<file path="src/shared/pwmosc_regs.vh">
`ifndef PWMOSC_REGS_VH
`define PWMOSC_REGS_VH
`define PWMOSC_ADDR_W 4
`define PWMOSC_OFS_CTRL 4'h0
`define PWMOSC_OFS_UNLOCK 4'h1
`define PWMOSC_OFS_STATUS 4'h2
`define PWMOSC_CTRL_RESET 16'h0000
`define PWMOSC_BIT_OVR_SYNC 0
`define PWMOSC_BIT_SWAP 1
`define PWMOSC_BIT_OVREN_L 6
`define PWMOSC_BIT_OVREN_H 7
`define PWMOSC_BIT_OVR_LVL_L 8
`define PWMOSC_BIT_OVR_LVL_H 9
`define PWMOSC_STAT_ARMED 1
`define PWMOSC_STAT_LOCK 2
`define PWMOSC_STAT_REJECT 3
`define PWMOSC_STAT_EN 4
`define PWMOSC_CTRL_MASK 16'h03C3
`define PWMOSC_KEY1 16'hABCD
`define PWMOSC_KEY2 16'h4321
`endif

</file>
<file path="src/rtl/pwmosc_unlock.v">
`timescale 1ns/1ps
`include "pwmosc_regs.vh"
module pwmosc_unlock (
  input wire clk,
  input wire rst_n,
  input wire key_wr,
  input wire [15:0] key_data,
  input wire ctrl_wr,
  output reg armed
);
  reg stage_r;
  // two-key sequence arms one following control write
  always @(posedge clk or negedge rst_n) begin
    if (!rst_n) begin
      stage_r <= 1'b0;
      armed <= 1'b0;
    end else if (ctrl_wr) begin
      stage_r <= 1'b0;
      armed <= 1'b0;
    end else if (key_wr) begin
      stage_r <= (key_data == `PWMOSC_KEY1);
      armed <= stage_r && (key_data == `PWMOSC_KEY2);
    end
  end
endmodule

</file>
<file path="src/rtl/pwmosc_top.v">
// Decided for this implementation: the strobed register port and the placing of the registers.
`timescale 1ns/1ps
`include "pwmosc_regs.vh"
module pwmosc_top (
  input wire MCLK,
  input wire RST_N,
  input wire [3:0] ADDR,
  input wire [15:0] WDATA,
  input wire WR,
  input wire RD,
  output reg [15:0] RDATA,
  input wire PWM_MODULE_ENABLE,
  input wire PWM_WRITE_LOCK_CFG,
  input wire PERIOD_BOUNDARY,
  input wire GEN_HIGH,
  input wire GEN_LOW,
  output reg HIGH_SIDE_OUTPUT,
  output reg LOW_SIDE_OUTPUT
);
  // word index match on the register bus
  function reg_hit;
    input [3:0] addr;
    input [3:0] ofs;
    begin
      reg_hit = (addr == ofs);
    end
  endfunction

  // pick one of two levels by a select bit
  function pick;
    input sel;
    input when_set;
    input when_clear;
    begin
      if (sel) begin
        pick = when_set;
      end else begin
        pick = when_clear;
      end
    end
  endfunction

  // status word packing, unused bits read zero
  function [15:0] status_word;
    input enable;
    input reject;
    input lock;
    input armed_in;
    begin
      status_word = 16'h0000;
      status_word[`PWMOSC_STAT_EN] = enable;
      status_word[`PWMOSC_STAT_REJECT] = reject;
      status_word[`PWMOSC_STAT_LOCK] = lock;
      status_word[`PWMOSC_STAT_ARMED] = armed_in;
    end
  endfunction

  reg [15:0] ctrl_r;
  reg [15:0] ctrl_nxt;
  reg [1:0] ovr_act_r;
  reg [1:0] ovr_act_nxt;
  reg [1:0] ovr_en_act_r;
  reg [1:0] ovr_en_act_nxt;
  reg write_reject_r;
  reg write_reject_nxt;
  reg [15:0] rdata_nxt;
  reg high_nxt;
  reg low_nxt;
  reg src_h;
  reg src_l;
  wire armed;
  wire ctrl_sel;
  wire key_sel;
  wire ctrl_ok;
  wire [1:0] ovr_lvl;
  wire [1:0] ovr_en;
  wire swap;
  wire sync_sel;

  // bus decode and control fields
  assign ctrl_sel = WR && reg_hit(ADDR, `PWMOSC_OFS_CTRL);
  assign key_sel = WR && reg_hit(ADDR, `PWMOSC_OFS_UNLOCK);
  assign ctrl_ok = ctrl_sel && (!PWM_WRITE_LOCK_CFG || armed);
  assign ovr_lvl = {ctrl_r[`PWMOSC_BIT_OVR_LVL_H], ctrl_r[`PWMOSC_BIT_OVR_LVL_L]};
  assign ovr_en = {ctrl_r[`PWMOSC_BIT_OVREN_H], ctrl_r[`PWMOSC_BIT_OVREN_L]};
  assign swap = ctrl_r[`PWMOSC_BIT_SWAP];
  assign sync_sel = ctrl_r[`PWMOSC_BIT_OVR_SYNC];

  // unlock sequence tracker
  pwmosc_unlock u_unlock (
    .clk(MCLK),
    .rst_n(RST_N),
    .key_wr(key_sel),
    .key_data(WDATA),
    .ctrl_wr(ctrl_sel),
    .armed(armed)
  );

  // control register next value, locked writes dropped
  always @* begin
    ctrl_nxt = ctrl_r;
    if (ctrl_ok) begin
      ctrl_nxt = WDATA & `PWMOSC_CTRL_MASK;
    end
  end

  // reject flag: set by refused write, cleared by accepted one
  always @* begin
    write_reject_nxt = write_reject_r;
    if (ctrl_sel && !ctrl_ok) begin
      write_reject_nxt = 1'b1;
    end else if (ctrl_ok) begin
      write_reject_nxt = 1'b0;
    end
  end

  // control register; software keeps it fixed once enabled
  always @(posedge MCLK or negedge RST_N) begin
    if (!RST_N) begin
      ctrl_r <= `PWMOSC_CTRL_RESET;
      write_reject_r <= 1'b0;
    end else begin
      ctrl_r <= ctrl_nxt;
      write_reject_r <= write_reject_nxt;
    end
  end

  // pin routing, straight or exchanged
  always @* begin
    src_h = GEN_HIGH;
    src_l = GEN_LOW;
    if (swap) begin
      src_h = GEN_LOW;
      src_l = GEN_HIGH;
    end else begin
      src_h = GEN_HIGH;
      src_l = GEN_LOW;
    end
  end

  // active override copy: immediate or at boundary
  always @* begin
    ovr_act_nxt = ovr_act_r;
    ovr_en_act_nxt = ovr_en_act_r;
    if (!sync_sel) begin
      ovr_act_nxt = ovr_lvl;
      ovr_en_act_nxt = ovr_en;
    end else if (PERIOD_BOUNDARY) begin
      ovr_act_nxt = ovr_lvl;
      ovr_en_act_nxt = ovr_en;
    end
  end

  // active override registers
  always @(posedge MCLK or negedge RST_N) begin
    if (!RST_N) begin
      ovr_act_r <= 2'h0;
      ovr_en_act_r <= 2'h0;
    end else begin
      ovr_act_r <= ovr_act_nxt;
      ovr_en_act_r <= ovr_en_act_nxt;
    end
  end

  // pin levels, override applied after swap
  always @* begin
    high_nxt = pick(ovr_en_act_r[1], ovr_act_r[1], src_h);
    low_nxt = pick(ovr_en_act_r[0], ovr_act_r[0], src_l);
  end

  // output pins straight from flops
  always @(posedge MCLK or negedge RST_N) begin
    if (!RST_N) begin
      HIGH_SIDE_OUTPUT <= 1'b0;
      LOW_SIDE_OUTPUT <= 1'b0;
    end else begin
      HIGH_SIDE_OUTPUT <= high_nxt;
      LOW_SIDE_OUTPUT <= low_nxt;
    end
  end

  // read mux, zero outside a read slot
  always @* begin
    rdata_nxt = 16'h0000;
    if (RD) begin
      case (ADDR)
        `PWMOSC_OFS_CTRL: begin
          rdata_nxt = ctrl_r;
        end
        `PWMOSC_OFS_STATUS: begin
          rdata_nxt = status_word(PWM_MODULE_ENABLE, write_reject_r,
                                  PWM_WRITE_LOCK_CFG, armed);
        end
        default: begin
          rdata_nxt = 16'h0000;
        end
      endcase
    end
  end

  // read data, one cycle after strobe
  always @(posedge MCLK or negedge RST_N) begin
    if (!RST_N) begin
      RDATA <= 16'h0000;
    end else begin
      RDATA <= rdata_nxt;
    end
  end
endmodule

</file>
<file path="config.mk">
export PLATFORM = sky130hd
export DESIGN_NAME = pwmosc_top
export DESIGN_NICKNAME = d
export VERILOG_FILES = /design/src/rtl/pwmosc_unlock.v /design/src/rtl/pwmosc_top.v
export VERILOG_INCLUDE_DIRS = /design/src /design/src/shared
export SDC_FILE = /design/constraint.sdc
export NUM_CORES = 1
export LEC_CHECK = 0
export ABC_AREA = 1
export BUFFER_PORTS_ARGS = -buffer_cell sky130_fd_sc_hd__buf_2
export CAP_MARGIN = 40
export CORE_MARGIN = 2
export CORE_UTILIZATION = 34
export CTS_CLUSTER_SIZE = 16
export DETAILED_ROUTE_END_ITERATION = 10
export GPL_TIMING_DRIVEN = 0
export SYNTH_ARGS = -nofsm -noshare
export SYNTH_HDL_FRONTEND = slang
export SYNTH_SLANG_ARGS = --single-unit
export TNS_END_PERCENT = 10
</file>
<file path="constraint.sdc">
create_clock -name MCLK -period 3.1 [get_ports MCLK]
set_clock_uncertainty 0.15 [all_clocks]
set_input_delay 0.31 -clock MCLK [delete_from_list [all_inputs] [get_ports MCLK]]
set_output_delay 0.31 -clock MCLK [all_outputs]
set_load 0.01 [all_outputs]
</file>
-- Word level (Yosys, flattened, before mapping)
Index checks and enable logic that the tools add are counted.
- register bits after elaboration: 31
- word-level logic and storage cells: 41
- output and inout bits: 18
- input bits: 29
- reduce and logical (&&, ||, !) cells: 11
- muxes and demuxes: 16
- eq/ne operators: 5
- operators by type and width (kind ; number):
    10-bit one-hot mux with 2 select lines ; 1
    16-bit by 15-bit == test with 1-bit output (second input constant) ; 1
    16-bit == test (second input constant) ; 1
    16-bit two-way mux ; 1
    1-bit two-way mux ; 10
    2-bit two-way mux ; 4
    1-bit logical AND ; 5
    4-bit by 1-bit == test with 1-bit output (second input constant) ; 1
    4-bit by 2-bit == test with 1-bit output (second input constant) ; 1
    4-bit logical NOT ; 1
    2-bit nonzero test ; 2
    1-bit logical NOT ; 2
    2-bit != test (second input constant) ; 1
    1-bit logical OR ; 1

-- Longest topological paths before layout
- word-level depth: 6
- mapped depth: 7

-- By module
A second synthesis with hierarchy kept.
- cell total of the unflattened synthesis: 141
- area total of the unflattened synthesis: 1152.4 um^2
- modules (own cells, without submodules) (module ; area an instance (um^2) ; instances ; cells each):
    pwmosc_top ; 960.9 ; 1 ; 105
    pwmosc_unlock ; 191.4 ; 1 ; 36

-- Least setup slack after synthesis
No wires, ideal clock.
- kind: input -> register
- from: in ADDR[3]
- to: reg ctrl_r[6]
- buffers on the path: 1
- slack: 1888 ps
- library setup time: 117 ps
- arrival: 944 ps
- cell stages on the path: 7
- cell sequence: nor2_2 nand2_2 nor2_4 nand2_2 buf_6 nand2_2 o21ai_2
- word-level cells in the longest chain between the ends: 3
- RTL lines (element ; RTL line ; text):
    start: declaration ; pwmosc_top.v:7 ; input wire [3:0] ADDR,
    4-bit logical NOT ; pwmosc_top.v:25 ; reg_hit = (addr == ofs);
    1-bit logical AND ; pwmosc_top.v:81 ; assign ctrl_sel = WR && reg_hit(ADDR, `PWMOSC_OFS_CTRL);
    1-bit logical AND ; pwmosc_top.v:83 ; assign ctrl_ok = ctrl_sel && (!PWM_WRITE_LOCK_CFG || armed);
    end signal: assignment ; pwmosc_top.v:120 ; ctrl_r <= `PWMOSC_CTRL_RESET;
    end signal: assignment ; pwmosc_top.v:123 ; ctrl_r <= ctrl_nxt;
    end: declaration ; pwmosc_top.v:58 ; reg [15:0] ctrl_r;
No other way between the ends.
A chain may end at the register's enable or synchronous reset.

-- Worst setup path after layout
- from: reg ctrl_r[0]
- to: reg ovr_act_r[0]
- word-level cells in the longest chain between the ends: 1
- RTL lines (element ; RTL line ; text):
    2-bit != test (no source line) or 2-bit two-way mux (tied branches) ; n/a ;
    end signal: assignment ; pwmosc_top.v:160 ; ovr_act_r <= ovr_act_nxt;
    end: declaration ; pwmosc_top.v:60 ; reg [1:0] ovr_act_r;
Several ways; a longest one is shown, not always the timed one.

==> flow_summary.json <==
{
  "status": "finished clean",
  "yosysWarnings": 0,
  "yosysMostFrequentCell": "nand2_1",
  "max_freq_ghz": 0.7802,
  "rrSetupSlack_ps": 1820,
  "netlist.top_cell.by_area": "dfrtp_1",
  "finalSetupTns_ps": 0,
  "wl_um": 2015,
  "numCtsBuffers": 3,
  "avgViaCountPerCell": 3.867,
  "ys.flop_type": "dfrtp_1",
  "yosys.area_share.simple_pct": 25.81,
  "cts_resized": 0,
  "synth_top_area_share_pct": 50.37,
  "cts_tree": "built",
  "grt_antenna_before_repair": 0,
  "place.gp.congestion": 0.7177,
  "cp-start-kind": "flop",
  "yosys-top-cells-area": "dfrtp_1 50%, nand2_1 10%, inv_1 9.8%",
  "first_pass_iters": 4,
  "synth_area_mm2": 0.001192,
  "drtIter0Drc": 56,
  "die_y_um": 63.22,
  "met3_wirelength_um": 172,
  "seqPwrFrac_pct": 51.4,
  "hold_class": "input pin to flop",
  "dieArea_mm2": 0.003997,
  "rsz0062_at_grt": "no",
  "ios": 47,
  "final_core_util_pct": 45.50,
  "synthArstFlopShare_pct": 100.0,
  "syn_inst": 152,
  "period_share_pct": 41.35,
  "clock-root-buffer": "clkbuf_4",
  "min_period_ps": 1282,
  "post-cts-setup-buffer-count": 0,
  "wl_met2_um": 872,
  "synth_cell_types": 20,
  "grt_pass1_wl_um": 3525,
  "place_ws_ps": 1668,
  "synth.mux.area_fraction_pct": 0,
  "synth_compound_area_share_pct": 8.080,
  "p_sw_mw": 0.1836,
  "clock-sinks": 24,
  "synth_top_family_by_area": "simple AND/OR/NAND/NOR gates",
  "path_class": "flop to flop",
  "avgRoutedWirePerCell_um": 8.125,
  "setup.worst_path.end": "ovr_act_r[0]$_DFFE_PN0P_",
  "end_kind": "flop",
  "rows": 21,
  "drc": 0,
  "die_w_um": 63.22,
  "overflow": 0,
  "r2r-start": "ctrl_r[0]$_DFFE_PN0P_",
  "crit_path_max_fanout": 8,
  "combPwrFrac_pct": 18.2,
  "timing.hold.ws_ps": 50.18,
  "cts.reportedPaths.clkPinSlew_ps": 130,
  "ir_drop_mv": 0.1514,
  "grt_pass1_vias": 875,
  "syn_avg_cell_area_um2": 7.845,
  "swShare_pct": 25.27,
  "ys_seq_elements": 24,
  "vias": 959,
  "cts_buffer_depth": 2,
  "drive_above_1_share_pct": 31.68,
  "dp_hpwl_um": 1649,
  "reg2reg_to": "ovr_act_r[0]$_DFFE_PN0P_",
  "cp-startpoint": "ctrl_r[0]$_DFFE_PN0P_",
  "hold_viol": 0,
  "antenna_cells": 0,
  "power.density_mw_per_mm2": 474.8,
  "worstPathArrival_ps": 1330,
  "synthTopCellsByCount": "33 x nand2_1, 31 x inv_1, 24 x dfrtp_1, 24 x nor2_1, 7 x buf_4",
  "synthAdderAreaFrac_pct": 0,
  "fin_ws_ps": 1818,
  "cap_viol_max_count": 0,
  "io_buffers": 39,
  "detail-route-antenna-nets": 0,
  "yosysSeqAreaShare_pct": 50.37,
  "p_int_mw": 0.5429,
  "synth_xor_area_share_pct": 0,
  "fill_cells": 354,
  "synth-edff-count": 0,
  "slew_violations": 0,
  "crit_required_ps": 3150,
  "core-area_mm2": 0.003363,
  "area_growth_pct": 28.33,
  "insertion_delay_ps": 310,
  "top_layer": "met4",
  "total_power_mw": 0.7265,
  "fin_nets": 232,
  "grt_max_degree": 25,
  "clkPwrFrac_pct": 30.4,
  "cts_htree_levels": 1,
  "setup_violations": 0,
  "leakage_nw": 0.8812,
  "start_util_pct": 35.45,
  "met1_length_um": 964,
  "grt_usage_pct": 10.60,
  "ff2ff_path_depth": 5
}
==> layout by cell type, fill, tap and decap left out <==
| master | instances |
|---|---|
| buf_2 | 39 |
| nand2_1 | 33 |
| inv_1 | 31 |
| dfrtp_1 | 24 |
| nor2_1 | 24 |
| buf_4 | 7 |
| conb_1 | 7 |
| nand3_1 | 5 |
| nand2_2 | 5 |
| o21ai_0 | 4 |
| a21oi_1 | 4 |
| o21ai_2 | 4 |
| clkbuf_4 | 3 |
| nor2_2 | 2 |
| o22ai_1 | 1 |
| a22oi_1 | 1 |
| nor2_4 | 1 |
| buf_6 | 1 |
| o21a_1 | 1 |
| nand3b_1 | 1 |
| or2_2 | 1 |
| clkbuf_1 | 1 |
| bufinv_16 | 1 |
| dlygate4sd3_1 | 1 |
==> through the flow <==
step                      instances  instance area, um^2
after floorplan                 158                 1215
after global placement          243                 1468
after detailed placement        243                 1468
after CTS                       248                 1530
after global routing            248                 1530
final                           248                 1530
==> what timing repair did <==
| item | in CTS | in global routing |
|---|---|---|
| setup endpoints to repair | 0 | 0 |
| hold endpoints to repair | 24 | 0 |
| hold buffers | 1 | 0 |
==> sequential cells by signal, summed over array words and instances, names as in the netlist <==
name and flops:
write_reject_r 1, LOW_SIDE_OUTPUT 1, RDATA 9, ovr_act_r 2, ovr_en_act_r 2, ctrl_r 6
HIGH_SIDE_OUTPUT 1, u_unlock.armed 1, u_unlock.stage_r 1
==> kinds of logic (layout without fill, tap and decap cells) <==
family | Yosys count | after routing
flip-flops | 24 | 24
AO/OA/AOI/OAI | 15 | 15
AND/OR/NAND/NOR | 72 | 72
buffers and inverters | 40 | 84
other | 1 | 7
==> worst min-delay path by stage <==
stage                            startpoint                    endpoint  slack [ps]  cells after the start
after floorplan                       RST_N  HIGH_SIDE_OUTPUT$_DFF_PN0_        -140                      0
after global placement                RST_N          RDATA[8]$_DFF_PN0_         170                      1
after detailed placement              RST_N          RDATA[3]$_DFF_PN0_         160                      1
after CTS                 PWM_MODULE_ENABLE          RDATA[4]$_DFF_PN0_          40                      3
after global routing      PWM_MODULE_ENABLE          RDATA[4]$_DFF_PN0_          50                      3
final                     PWM_MODULE_ENABLE          RDATA[4]$_DFF_PN0_          50                      3
==> worst max-delay path, cell delays in order, from the launching register on <==
cell,delay [ps]
dfrtp_1,380
inv_1,50
or2_2,260
clkbuf_1,170
nand2_1,80
o21ai_0,70
==> power groups by stage <==
stage | logic (mW) | registers, mW | clock network [mW]
floorplan | 0.0798 | 0.381 | 0
global placement | 0.132 | 0.378 | 0
detailed placement | 0.133 | 0.379 | 0
CTS | 0.135 | 0.373 | 0.228
global route | 0.154 | 0.378 | 0.244
finish | 0.132 | 0.373 | 0.221
==> cell type report <==
class                           instances  area, um^2  share of cell area (%)
Clock inverter                          1       30.03                   1.962
Buffer                                  9       67.56                   4.415
Sequential cell                        24       600.6                   39.25
Inverter                               31       116.4                   7.604
Multi-Input combinational cell         94       430.4                   28.13
Tap cell                               46       57.56                   3.761
Clock buffer                            3       22.52                   1.472
Timing Repair Buffer                   40       205.2                   13.41
==> per-layer routing <==
layer / track usage (%) / vias up
met3: 1.964 / 2
met2: 17.69 / 38
met4: 2.446 / 0
li1: - / 535
met1: 14.33 / 384
met5: 0 / -
(Power assumes the default switching activity.)
